==> src/lbm_params.svh <==
// Constants for the layer-1 loop-back and maintenance block.
// Assumes inclusion by bare name from the package and the design file.
`ifndef LBM_PARAMS_SVH
`define LBM_PARAMS_SVH

// ==========================================================
// Register offsets (index on the plain register port)
`define LBM_ADDR_W        4
`define LBM_DATA_W        8
`define LBM_OFS_CFG       4'h0
`define LBM_OFS_LOOP      4'h1
`define LBM_OFS_STAT      4'h2

// ==========================================================
// Configuration register fields
`define LBM_CFG_MODE_LO   0
`define LBM_CFG_MODE_HI   1
`define LBM_CFG_CVEN      2
`define LBM_CFG_LPTR      3
`define LBM_CFG_RST       8'h00

// ==========================================================
// Loop-back register fields
`define LBM_LP_SC         0
`define LBM_LP_IB1        1
`define LBM_LP_IB2        2
`define LBM_LP_SWAP       3
`define LBM_LP_SB1        4
`define LBM_LP_SB2        5
`define LBM_LP_RST        8'h00

// ==========================================================
// Command / indication codes (4-bit channel)
`define LBM_CI_W          4
`define LBM_CI_RES        4'h1
`define LBM_CI_TIM        4'h0
`define LBM_CI_ARL        4'hA
`define LBM_CI_CVR        4'hB
`define LBM_CI_AI         4'hC

// ==========================================================
// Layer-1 state codes reported by the state machine
`define LBM_ST_W          4
`define LBM_ST_DEACT      4'h0
`define LBM_ST_I0_DET     4'h1
`define LBM_ST_ACTIVATED  4'h7
`define LBM_ST_PEND_DEACT 4'hC
`define LBM_ST_WAIT_DR    4'hD

// ==========================================================
// Counts
`define LBM_CV_FRAMES     3'h6
`define LBM_CV_LAST       3'h5
`define LBM_STRAP_WAIT    2'h3

`endif

==> src/lbm_pkg.sv <==
// Types shared by the loop-back and maintenance block.
// Assumes lbm_params.svh is on the include path.
`include "lbm_params.svh"

package lbm_pkg;

  // ==========================================================
  // Operating modes, as held in the configuration register
  typedef enum logic [1:0] {
    LBM_MODE_TE  = 2'h0,
    LBM_MODE_LTT = 2'h1,
    LBM_MODE_NT  = 2'h2,
    LBM_MODE_LTS = 2'h3
  } lbm_mode_e;

  typedef logic [`LBM_DATA_W-1:0] lbm_byte_t;

endpackage

==> src/lbm_loop_maint.sv <==
// Layer-1 maintenance control: complete and single-channel loop-backs,
// code-violation monitor and command-channel reset/timing handling.
// Assumes the frame sync and command channel arrive from pins; the layer-1
// state, indication and code-violation pulse come from logic on i_ref_clk.
//
// Notes on behaviour
// - Strap high makes the device come out of reset in LT-S mode.
// - In TE and LT-T the analog loop command closes the loop in any state.
// - In NT and LT-S it works only in deactivation states; NT also in I0.
// - Complete-loop bit closes the loop only in LT-S or NT while activated.
// - Complete loop is closed internally next to the line interface.
// - Transparency bit chooses whether looped data also goes out on the line.
// - Each single-channel loop closes by writing one to its own bit.
// - Bus-side loops return B data received from the line back to the line.
// - Bus-side B1 and B2 loop bits act independently, both together loop both.
// - Channel swap exchanges B1 and B2 only while both bus-side bits are set.
// - Line-side B loop bits act only in LT-S or NT mode.
// - Single-channel loops close only in the fully activated state.
// - A code violation gives the violation indication for six frames.
// - Violation reporting ignores multiframing entirely.
// - Violation reporting runs only while its enable bit is one.
// - Reset command resets the state machine, sends idle, ignores the line.
// - Timing command requests frame-bus clocks and leaves the reset state.
//
// The plain strobed port and the register offsets were decided locally.
`timescale 1ns/10ps
`include "lbm_params.svh"

module lbm_loop_maint
  import lbm_pkg::*;
(
  // Clock and reset
  input  wire logic                  i_ref_clk,
  input  wire logic                  i_reset_n,
  // Pins from outside
  input  wire logic                  i_mode_strap,
  input  wire logic                  i_frame_sync,
  input  wire logic [`LBM_CI_W-1:0]  i_ci_cmd,
  // Layer-1 core, same clock
  input  wire logic [`LBM_ST_W-1:0]  i_l1_state,
  input  wire logic [`LBM_CI_W-1:0]  i_l1_ind,
  input  wire logic                  i_line_cv,
  // B-channel data paths
  input  wire logic [`LBM_DATA_W-1:0] i_line_b1,
  input  wire logic [`LBM_DATA_W-1:0] i_line_b2,
  input  wire logic [`LBM_DATA_W-1:0] i_bus_b1,
  input  wire logic [`LBM_DATA_W-1:0] i_bus_b2,
  output logic      [`LBM_DATA_W-1:0] o_line_b1,
  output logic      [`LBM_DATA_W-1:0] o_line_b2,
  output logic      [`LBM_DATA_W-1:0] o_bus_b1,
  output logic      [`LBM_DATA_W-1:0] o_bus_b2,
  // Register port
  input  wire logic [`LBM_ADDR_W-1:0] i_reg_addr,
  input  wire logic [`LBM_DATA_W-1:0] i_reg_wdata,
  input  wire logic                   i_reg_wr,
  input  wire logic                   i_reg_rd,
  output logic      [`LBM_DATA_W-1:0] o_reg_rdata,
  // Status and control outputs
  output logic                        o_analog_loop,
  output logic                        o_line_tx_mute,
  output logic      [`LBM_CI_W-1:0]   o_ci_ind,
  output logic                        o_sm_reset,
  output logic                        o_force_idle,
  output logic                        o_ignore_rx,
  output logic                        o_clk_request,
  output logic      [1:0]             o_mode
);

  // ==========================================================
  // Pin synchronisers; first stages feed only the second stages
  logic                 strap_s1_r, strap_s2_r;
  logic                 fs_s1_r, fs_s2_r, fs_d_r;
  logic [`LBM_CI_W-1:0] ci_s1_r, ci_s2_r;

  always_ff @(posedge i_ref_clk or negedge i_reset_n) begin
    if (!i_reset_n) begin
      strap_s1_r <= 1'b0;
      strap_s2_r <= 1'b0;
      fs_s1_r    <= 1'b0;
      fs_s2_r    <= 1'b0;
      fs_d_r     <= 1'b0;
      ci_s1_r    <= '0;
      ci_s2_r    <= '0;
    end else begin
      strap_s1_r <= i_mode_strap;
      strap_s2_r <= strap_s1_r;
      fs_s1_r    <= i_frame_sync;
      fs_s2_r    <= fs_s1_r;
      fs_d_r     <= fs_s2_r;
      ci_s1_r    <= i_ci_cmd;
      ci_s2_r    <= ci_s1_r;
    end
  end

  // Frame boundary: rising edge of the synchronised frame sync
  logic frame_tick;
  assign frame_tick = fs_s2_r & ~fs_d_r;

  // ==========================================================
  // Strap capture after reset release
  logic [1:0] strap_cnt_r;
  logic       strap_done;
  assign strap_done = (strap_cnt_r == `LBM_STRAP_WAIT);

  always_ff @(posedge i_ref_clk or negedge i_reset_n) begin
    if (!i_reset_n) begin
      strap_cnt_r <= '0;
    end else if (!strap_done) begin
      strap_cnt_r <= strap_cnt_r + 2'h1;
    end
  end

  // ==========================================================
  // Register file
  logic [`LBM_DATA_W-1:0] cfg_r;
  logic [`LBM_DATA_W-1:0] loop_r;
  lbm_mode_e              mode;
  logic                   wr_cfg, wr_loop;

  assign wr_cfg  = i_reg_wr && (i_reg_addr == `LBM_OFS_CFG);
  assign wr_loop = i_reg_wr && (i_reg_addr == `LBM_OFS_LOOP);
  assign mode    = lbm_mode_e'(cfg_r[`LBM_CFG_MODE_HI:`LBM_CFG_MODE_LO]);

  // Strap is only taken once the synchroniser is full; a write in that same cycle wins over it
  always_ff @(posedge i_ref_clk or negedge i_reset_n) begin
    if (!i_reset_n) begin
      cfg_r <= `LBM_CFG_RST;
    end else if (wr_cfg) begin
      cfg_r <= i_reg_wdata;
    end else if ((strap_cnt_r == `LBM_STRAP_WAIT - 2'h1) && strap_s2_r) begin
      cfg_r[`LBM_CFG_MODE_HI:`LBM_CFG_MODE_LO] <= LBM_MODE_LTS;
    end
  end

  always_ff @(posedge i_ref_clk or negedge i_reset_n) begin
    if (!i_reset_n) begin
      loop_r <= `LBM_LP_RST;
    end else if (wr_loop) begin
      loop_r <= i_reg_wdata;
    end
  end

  // ==========================================================
  // Decode helpers
  function automatic logic is_nt_lts(input lbm_mode_e m);
    is_nt_lts = (m == LBM_MODE_NT) || (m == LBM_MODE_LTS);
  endfunction

  function automatic logic arl_allowed(input lbm_mode_e m, input logic [`LBM_ST_W-1:0] st);
    if (!is_nt_lts(m)) begin
      arl_allowed = 1'b1;
    end else begin
      arl_allowed = (st == `LBM_ST_PEND_DEACT) || (st == `LBM_ST_WAIT_DR) ||
                    (st == `LBM_ST_DEACT) ||
                    ((m == LBM_MODE_NT) && (st == `LBM_ST_I0_DET));
    end
  endfunction

  logic activated;
  assign activated = (i_l1_state == `LBM_ST_ACTIVATED);

  // ==========================================================
  // Command channel: reset, timing and analog loop request
  logic arl_r, l1_reset_r, clk_req_r, sm_reset_r;

  // Analog loop is re-judged every frame; a missing command opens it
  always_ff @(posedge i_ref_clk or negedge i_reset_n) begin
    if (!i_reset_n) begin
      arl_r <= 1'b0;
    end else if (frame_tick) begin
      arl_r <= (ci_s2_r == `LBM_CI_ARL) && arl_allowed(mode, i_l1_state);
    end
  end

  always_ff @(posedge i_ref_clk or negedge i_reset_n) begin
    if (!i_reset_n) begin
      l1_reset_r <= 1'b0;
      clk_req_r  <= 1'b0;
      sm_reset_r <= 1'b0;
    end else begin
      sm_reset_r <= frame_tick && (ci_s2_r == `LBM_CI_RES);
      if (frame_tick && (ci_s2_r == `LBM_CI_RES)) begin
        l1_reset_r <= 1'b1;
        clk_req_r  <= 1'b0;
      end else if (frame_tick && (ci_s2_r == `LBM_CI_TIM)) begin
        l1_reset_r <= 1'b0;
        clk_req_r  <= 1'b1;
      end
    end
  end

  // ==========================================================
  // Complete loop-back, closed inside next to the line port
  logic sc_loop, cmpl_loop;
  assign sc_loop   = loop_r[`LBM_LP_SC] && is_nt_lts(mode) && activated;
  assign cmpl_loop = arl_r || sc_loop;

  always_ff @(posedge i_ref_clk or negedge i_reset_n) begin
    if (!i_reset_n) begin
      o_analog_loop  <= 1'b0;
      o_line_tx_mute <= 1'b0;
    end else begin
      o_analog_loop  <= cmpl_loop;
      o_line_tx_mute <= cmpl_loop && !cfg_r[`LBM_CFG_LPTR];
    end
  end

  // ==========================================================
  // Single-channel loop-backs
  logic bl1, bl2, swap, sl1, sl2;
  assign bl1  = loop_r[`LBM_LP_IB1] && activated;
  assign bl2  = loop_r[`LBM_LP_IB2] && activated;
  assign swap = loop_r[`LBM_LP_SWAP] && bl1 && bl2;
  assign sl1  = loop_r[`LBM_LP_SB1] && is_nt_lts(mode) && activated;
  assign sl2  = loop_r[`LBM_LP_SB2] && is_nt_lts(mode) && activated;

  // Looped bytes still flow onward in the normal direction unless that channel is looped on both sides
  always_ff @(posedge i_ref_clk or negedge i_reset_n) begin
    if (!i_reset_n) begin
      o_line_b1 <= '0;
      o_line_b2 <= '0;
      o_bus_b1  <= '0;
      o_bus_b2  <= '0;
    end else begin
      o_line_b1 <= bl1 ? (swap ? i_line_b2 : i_line_b1) : i_bus_b1;
      o_line_b2 <= bl2 ? (swap ? i_line_b1 : i_line_b2) : i_bus_b2;
      o_bus_b1  <= sl1 ? i_bus_b1 : i_line_b1;
      o_bus_b2  <= sl2 ? i_bus_b2 : i_line_b2;
    end
  end

  // ==========================================================
  // Code-violation monitor, counted in bus frames only
  logic       cv_pend_r;
  logic [2:0] cv_cnt_r;
  logic       cv_en;
  assign cv_en = cfg_r[`LBM_CFG_CVEN] && !l1_reset_r;

  // A violation in the cycle the pending flag is consumed still counts
  always_ff @(posedge i_ref_clk or negedge i_reset_n) begin
    if (!i_reset_n) begin
      cv_pend_r <= 1'b0;
      cv_cnt_r  <= '0;
    end else if (!cv_en) begin
      cv_pend_r <= 1'b0;
      cv_cnt_r  <= '0;
    end else begin
      if (i_line_cv) begin
        cv_pend_r <= 1'b1;
      end else if (frame_tick) begin
        cv_pend_r <= 1'b0;
      end
      if (frame_tick && cv_pend_r) begin
        cv_cnt_r <= `LBM_CV_LAST;
      end else if (frame_tick && (cv_cnt_r != 3'h0)) begin
        cv_cnt_r <= cv_cnt_r - 3'h1;
      end
    end
  end

  // Indication changes only at a frame boundary
  always_ff @(posedge i_ref_clk or negedge i_reset_n) begin
    if (!i_reset_n) begin
      o_ci_ind <= `LBM_CI_TIM;
    end else if (frame_tick) begin
      if (cv_en && (cv_pend_r || cv_cnt_r != 3'h0)) begin
        o_ci_ind <= `LBM_CI_CVR;
      end else if (l1_reset_r) begin
        o_ci_ind <= `LBM_CI_TIM;
      end else begin
        o_ci_ind <= i_l1_ind;
      end
    end
  end

  // ==========================================================
  // Control outputs and read port
  always_ff @(posedge i_ref_clk or negedge i_reset_n) begin
    if (!i_reset_n) begin
      o_sm_reset    <= 1'b0;
      o_force_idle  <= 1'b0;
      o_ignore_rx   <= 1'b0;
      o_clk_request <= 1'b0;
      o_mode        <= LBM_MODE_TE;
    end else begin
      o_sm_reset    <= sm_reset_r;
      o_force_idle  <= l1_reset_r;
      o_ignore_rx   <= l1_reset_r;
      o_clk_request <= clk_req_r;
      o_mode        <= mode;
    end
  end

  always_ff @(posedge i_ref_clk or negedge i_reset_n) begin
    if (!i_reset_n) begin
      o_reg_rdata <= '0;
    end else if (!i_reg_rd) begin
      o_reg_rdata <= '0;
    end else begin
      case (i_reg_addr)
        `LBM_OFS_CFG:  o_reg_rdata <= cfg_r;
        `LBM_OFS_LOOP: o_reg_rdata <= loop_r;
        `LBM_OFS_STAT: o_reg_rdata <= {3'h0, clk_req_r, l1_reset_r, cv_pend_r | (cv_cnt_r != 3'h0),
                                       sc_loop, arl_r};
        default:       o_reg_rdata <= '0;
      endcase
    end
  end

  // ==========================================================
  // Checks
  // Guard: data outputs still hold reset values in the first cycle after release
  logic live_r;
  always_ff @(posedge i_ref_clk or negedge i_reset_n) begin
    if (!i_reset_n) begin
      live_r <= 1'b0;
    end else begin
      live_r <= 1'b1;
    end
  end
endmodule

==> config.mk <==
export PLATFORM = sky130hd
export DESIGN_NAME = lbm_loop_maint
export DESIGN_NICKNAME = d
export VERILOG_FILES = /design/src/lbm_pkg.sv /design/src/lbm_loop_maint.sv
export VERILOG_INCLUDE_DIRS = /design/src
export SDC_FILE = /design/constraint.sdc
export NUM_CORES = 1
export LEC_CHECK = 0
export BUFFER_PORTS_ARGS = -buffer_cell sky130_fd_sc_hd__clkbuf_2
export CAP_MARGIN = 20
export CORE_AREA = 2 2 127 80
export CTS_CLUSTER_DIAMETER = 50
export DETAILED_ROUTE_END_ITERATION = 6
export DIE_AREA = 0 0 129 82
export HOLD_SLACK_MARGIN = 0.03
export PLACE_DENSITY = 0.64
export SETUP_SLACK_MARGIN = 0.3
export SLEW_MARGIN = 20
export SYNTH_ARGS = -nofsm -noshare
export SYNTH_HDL_FRONTEND = slang
export SYNTH_SLANG_ARGS = --single-unit
==> constraint.sdc <==
create_clock -name i_ref_clk -period 3.5 [get_ports i_ref_clk]
set_clock_uncertainty 0.05 [all_clocks]
set_input_delay 0.35 -clock i_ref_clk [delete_from_list [all_inputs] [get_ports i_ref_clk]]
set_output_delay 0.35 -clock i_ref_clk [all_outputs]
set_load 0.01 [all_outputs]
==> results of run 1 <==
-- per-stage QoR --
step	util	hold slack [ps]
final	0.486	15.3
after global routing	0.486	55.8
after CTS	0.485	56.4
after detailed placement	0.455	286
after global placement	0.455	286
after floorplan	-	4.41
-- final cells by class --
cell class              count  area, µm²
clock buffers              13        250
fillers                   881       4880
inverters                   9       33.8
well taps                 135        169
repair buffers            114        577
multi-input cells         166       1290
flip-flops and latches     90       2250
clock inverters             2       37.5
-- cell usage in the layout (no fill, tap or decap), types with 6 or more instances in the layout --
cell         n
a21oi_1     41
clkbuf_16    9
clkbuf_2   113
dfrtp_1     90
inv_1        9
mux2_2      31
mux2i_1     25
nand2_1     13
nor2_1       6
o21ai_0      8
-- power breakdown --
group,internal (mW),switching (mW),total [mW]
combinational,0.167,0.185,0.352
clock,0.569,0.366,0.935
sequential,1.14,0.0847,1.23
total,1.88,0.635,2.51
-- layer usage --
metal | GRT usage | up-vias | routed length [µm]
li1 | - | 1204 | -
met1 | 0.245 | 1240 | 4410
met2 | 0.234 | 83 | 3740
met3 | 0.0502 | 7 | 493
met4 | 0.0500 | 0 | 59
met5 | 0 | - | 0
-- state kept, by name, indices dropped and copies added (netlist names), 2 cells and up --
| register | count |
|---|---|
| cfg_r | 8 |
| ci_s2_r | 4 |
| o_reg_rdata | 8 |
| cv_cnt_r | 3 |
| o_bus_b1 | 8 |
| strap_cnt_r | 2 |
| o_bus_b2 | 8 |
| ci_s1_r | 4 |
| o_line_b1 | 8 |
| loop_r | 8 |
| o_mode | 2 |
| o_line_b2 | 8 |
| o_ci_ind | 4 |
-- kinds of logic after synthesis --
kind of cell	Yosys count	synth area share
flops	90	0.615
simple gates	45	0.0796
mux	56	0.164
compound gates	60	0.0933
fa+ha+maj	4	0.0137
xor+xnor	1	0.00239
buf+inv	23	0.0321
-- worst register-to-register path, stage by stage, from the launching register on --
cell and delay [ps]:
dfrtp_1 360, nand2b_1 440, nor4_4 380, mux2_2 370
-- worst paths after layout --
path / from / endpoint / slack [ps] / depth (start not counted)
worst max-delay path: fs_d_r / l1_reset_r / 1800 / 3
min in group i_ref_clk: i_mode_strap / strap_s1_r / 70 / 1
worst min register to register: ci_s1_r[1] / ci_s2_r[1] / 300 / 0
max in group asynchronous: i_reset_n / o_reg_rdata[6] / 2830 / 1
worst max register to register: fs_d_r / l1_reset_r / 1800 / 3
worst min-delay path: i_reset_n / o_bus_b2[5] / 20 / 1
==> flow_metrics.env, run 1 <==
export IMPL_avgSynthCellArea_um2=13.1
export IMPL_outcome="finished, final reports clean"
export IMPL_synthArstFlopShare=1.00
export IMPL_cp_end_kind="register"
export IMPL_finalHoldViolations=0
export IMPL_fin_crit_ps=1700
export IMPL_wl_per_cell_um=16.4
export IMPL_die_w_um=129
export IMPL_cp_slowest_stage_delay_ps=440
export IMPL_ant_nets=0
export IMPL_die_area_um2=10600
export IMPL_critPathKind="register to register"
export IMPL_synth_main_ff_cell="dfrtp_1"
export IMPL_vias=2534
export IMPL_clock_latency_ps=330
export IMPL_antenna_found_initial=0
export IMPL_crit_arrival_ps=1870
export IMPL_critPathLaunchType="register"
export IMPL_yosys_top_cells_count="dfrtp_1 (90), a21oi_1 (41), mux2_2 (31)"
export IMPL_grt_max_degree=91
export IMPL_gr_total_overflow=0
export IMPL_final_design_area_no_fill_um2=4610
export IMPL_detailed_place_area_um2=4320
export IMPL_firstDrtPassIters=4
export IMPL_synth_top_area_share=0.615
export IMPL_rsz0062_at_grt="false"
export IMPL_dp_hpwl_um=6390
export IMPL_critPathBufInv=0
export IMPL_synth_net_count=346
export IMPL_crit_chain="nand2b_1 > nor4_4 > mux2_2"
export IMPL_place_ws_ps=1580
export IMPL_io_pin_count=115
export IMPL_htreeDepth=3
export IMPL_synth_area_leaders="dfrtp_1 (62%), mux2_2 (9.5%), mux2i_1 (6.8%), a21oi_1 (5.6%), ha_1 (1.4%)"
export IMPL_ctsHoldBuffers=0
export IMPL_synthCells=279
export IMPL_drt_iter0_markers=126
export IMPL_track_usage=0.166
export IMPL_drc=0
export IMPL_place_inst=514
export IMPL_clkTransAtPathRegs_ps=60
export IMPL_drt_wl_total_um=8700
export IMPL_post_cts_buffers=0
export IMPL_setup_ws_ps=1800
export IMPL_grt_pass1_wl_um=13000
export IMPL_fin_cells=529
export IMPL_area_growth_pct=25.9
export IMPL_die_height_um=82
export IMPL_setup_viol=0
export IMPL_cts_sinks=90
export IMPL_synth_edf_count=0
export IMPL_fin_nets=457
export IMPL_cts_path_max_buffers=2
export IMPL_fmaxAchievable_mhz=590
export IMPL_yosysMostFrequentCell="dfrtp_1"
export IMPL_root_buffer="clkbuf_16"
export IMPL_diodes=0
export IMPL_p_leak_nw=2.31
export IMPL_synth_seq_cells=90
export IMPL_period_share=0.484
export IMPL_cts_tree="built"
export IMPL_worst_pin_slew_ps=793
export IMPL_tns_ps=0
export IMPL_cts_made_buffers=9
export IMPL_start_util=0.386
export IMPL_pwr_density_cell_nw_per_um2=545
export IMPL_drive_gt1_frac=0.419
export IMPL_yosys_warnings=0
export IMPL_slew_headroom=0.471
export IMPL_rows=28
export IMPL_ctsResizeCount=0
export IMPL_peakVddDrop_uv=235
export IMPL_crit_family="simple AND/OR/NAND/NOR gates"
export IMPL_slowest_stage="nand2b_1"
export IMPL_grt_pass1_vias=2427
export IMPL_crit_path_max_fanout=18
export IMPL_critPathRequiredTime_ps=3670
export IMPL_coreArea_um2=9490
export IMPL_slew_violations=0
export IMPL_min_path_type="input port to asynchronous set/reset pin"
export IMPL_io_buffer_count=114
export IMPL_power_mw=2.51
export IMPL_synthDistinctLibCells=39
export IMPL_synthesis_area_um2=3660
export IMPL_synth_top_cell_by_area="dfrtp_1"
export IMPL_gp_congestion=0.859
export IMPL_yosysSeqAreaShare=0.615
export IMPL_max_cap_violations=0
export IMPL_drt_vias_per_instance=4.79
(Power assumes the default switching activity.)
==> inputs of run 2 (changes only) <==
--- a/config.mk
+++ b/config.mk
@@ -6,14 +6,15 @@
 export SDC_FILE = /design/constraint.sdc
 export NUM_CORES = 1
 export LEC_CHECK = 0
+export ABC_AREA = 1
 export BUFFER_PORTS_ARGS = -buffer_cell sky130_fd_sc_hd__clkbuf_2
 export CAP_MARGIN = 20
-export CORE_AREA = 2 2 127 80
+export CORE_AREA = 2 2 130 82
 export CTS_CLUSTER_DIAMETER = 50
 export DETAILED_ROUTE_END_ITERATION = 6
-export DIE_AREA = 0 0 129 82
+export DIE_AREA = 0 0 132 84
 export HOLD_SLACK_MARGIN = 0.03
-export PLACE_DENSITY = 0.64
+export PLACE_DENSITY = 0.63
 export SETUP_SLACK_MARGIN = 0.3
 export SLEW_MARGIN = 20
 export SYNTH_ARGS = -nofsm -noshare
==> constraint.sdc (replaced) <==
create_clock -name i_ref_clk -period 1.7 [get_ports i_ref_clk]
set_clock_uncertainty 0.05 [all_clocks]
set_input_delay 0.17 -clock i_ref_clk [delete_from_list [all_inputs] [get_ports i_ref_clk]]
set_output_delay 0.17 -clock i_ref_clk [all_outputs]
set_load 0.01 [all_outputs]
==> run 2 against run 1 <==
Compared with the run above: power is 110% higher; register-to-register slack got worse by 1400 ps; hold slack improved by 20 ps; core utilization increased by 2.4 points; flip-flop and latch count is the same; global-route usage grew 2.6 points; sequential power is 100% higher; non-clock buffer count up 27; worst setup slack got worse by 1400 ps; synthesized cell count up 47%; cell count up 31%; maximum frequency increased by 28%.
==> flow_metrics.env, run 2 <==
export IMPL_synth_main_ff_cell="dfrtp_1"
export IMPL_detailed_place_area_um2=4570
export IMPL_final_design_area_no_fill_um2=5120
export IMPL_final_cell_mix="clkbuf_2 (113), nand2_1 (95), dfrtp_1 (88)"
export IMPL_yosys_top_cells_count="nand2_1 (96), dfrtp_1 (90), inv_1 (49)"
export IMPL_cts_tree="built"
export IMPL_critPathLaunchType="register"
export IMPL_hp_start="i_reg_wdata[1]"
export IMPL_fmaxAchievable_mhz=755
export IMPL_synth_area_leaders="dfrtp_1 (58%), nand2_1 (9.3%), inv_1 (4.8%), nand3_1 (3.2%), nor2_1 (3.1%)"
export IMPL_synthDistinctLibCells=25
export IMPL_critPathKind="register to register"
export IMPL_vias=3125
export IMPL_hold_ws_ps=35.2
export IMPL_ant_nets=0
export IMPL_synth_edf_count=0
export IMPL_drt_vias_per_instance=4.50
export IMPL_firstDrtPassIters=5
export IMPL_track_usage=0.192
export IMPL_area_growth_pct=32.9
export IMPL_setup_viol=0
export IMPL_setup_ws_ps=376
export IMPL_crit_path_max_fanout=4
export IMPL_synth_net_count=476
export IMPL_avgSynthCellArea_um2=9.43
export IMPL_htreeDepth=3
export IMPL_io_buffer_count=114
export IMPL_die_area_um2=11100
export IMPL_yosys_warnings=0
export IMPL_startpoint="cv_cnt_r[0]"
export IMPL_grt_max_degree=36
export IMPL_place_ws_ps=199
export IMPL_synth_top_area_share=0.584
export IMPL_clock_latency_ps=340
export IMPL_synthCells=409
export IMPL_finalHoldViolations=0
export IMPL_period_share=0.779
export IMPL_wl_per_cell_um=14.0
export IMPL_outcome="finished, final reports clean"
export IMPL_cts_made_buffers=9
export IMPL_power_mw=5.29
export IMPL_rr_worst_depth=7
export IMPL_cts_path_max_buffers=2
export IMPL_synth_top_cell_by_area="dfrtp_1"
export IMPL_diodes=0
export IMPL_cts_sinks=90
export IMPL_synth_seq_cells=90
export IMPL_yosysSeqAreaShare=0.584
export IMPL_cp_end_kind="register"
export IMPL_critPathRequiredTime_ps=1910
export IMPL_synthesis_area_um2=3860
export IMPL_pwr_density_cell_nw_per_um2=1030
export IMPL_crit_arrival_ps=1530
export IMPL_slew_violations=0
export IMPL_fin_cells=694
export IMPL_start_util=0.384
export IMPL_root_buffer="clkbuf_16"
export IMPL_fin_crit_ps=1320
export IMPL_coreArea_um2=10100
export IMPL_dp_hpwl_um=7210
export IMPL_drive_gt1_frac=0.324
export IMPL_yosysMostFrequentCell="nand2_1"
export IMPL_antenna_found_initial=0
export IMPL_clkTransAtPathRegs_ps=60
export IMPL_grt_pass1_wl_um=16600
export IMPL_tns_ps=0
export IMPL_slew_headroom=0.707
export IMPL_peakVddDrop_uv=508
export IMPL_grt_pass1_vias=3206
export IMPL_rsz0062_at_grt="false"
export IMPL_holdPathStages=3
export IMPL_drt_iter0_markers=265
export IMPL_fin_nets=619
export IMPL_io_pin_count=115
export IMPL_die_w_um=132
export IMPL_postLayoutCoreUtil=0.510
export IMPL_synthArstFlopShare=1.00
export IMPL_gr_total_overflow=0
export IMPL_gp_congestion=0.874
export IMPL_min_path_type="input port to register"
export IMPL_drc=0
export IMPL_drt_wl_total_um=9740
export IMPL_layout_commonest_cell="clkbuf_2"
export IMPL_max_cap_violations=0
export IMPL_die_height_um=84
export IMPL_place_inst=656
export IMPL_p_leak_nw=2.73
export IMPL_worst_pin_slew_ps=439
export IMPL_r2r_start="cv_cnt_r[0]"
export IMPL_rows=29
[run 2: changes by cell type after synthesis, sizes merged, moves of 5 or more]
cell and change:
nand4 +11, nor2 +32, nand3 +23, mux2i -25, a2bb2oi -5, mux2 -31, a21oi -23, nand2 +92
inv +48, o21ai +39
[run 2: repair_timing]
| action | CTS | global route |
|---|---|---|
| setup endpoints to repair | 7 | 22 |
| gates cloned | 0 | 0 |
| setup buffers | 0 | 1 |
| endpoints found under the hold margin | 55 | 0 |
| resized for setup | 2 | 10 |
| pin swaps | 0 | 1 |
| hold buffers | 23 | 0 |
[run 2: metal layers]
metal,vias up,global-route usage,share of wire
li1,1586,-,-
met1,1437,0.288,0.51
met2,91,0.266,0.42
met3,11,0.0546,0.059
met4,0,0.0573,0.013
met5,-,0,0
[run 2: report_power, final]
part / internal [mW] / switching [mW] / total [mW]
clock: 1.20 / 0.753 / 1.95
sequential: 2.36 / 0.164 / 2.52
combinational: 0.332 / 0.484 / 0.816
[run 2: final timing paths]
kind / end / slack, ps
setup / recovery: o_ci_ind[2] / 380
min in group asynchronous: ci_s1_r[3] / 270
max in group asynchronous: o_line_b2[6] / 790
setup reg to reg: o_ci_ind[2] / 380
hold / removal: loop_r[1] / 40
hold reg to reg: ci_s2_r[2] / 300
[run 2: logic make-up after synthesis]
family / synth area share
simple gates: 0.226
flops: 0.584
buf+inv: 0.0756
compound gates: 0.0989
fa+ha+maj: 0.0130
xor+xnor: 0.00227
[run 2: cell type report]
class,instances,area [µm²]
multi-input cells,253,1330
flip-flops and latches,90,2250
clock inverters,3,40.0
fillers,955,4930
repair buffers,141,858
clock buffers,11,253
well taps,139,174
inverters,57,214
[run 2: worst max-delay path: stages (launching register included)]
cell and delay (ps):
dfrtp_1 390, inv_2 80, ha_1 140, nand2_1 90
nor2_4 190, buf_4 140, nor2_1 30, o21ai_0 130
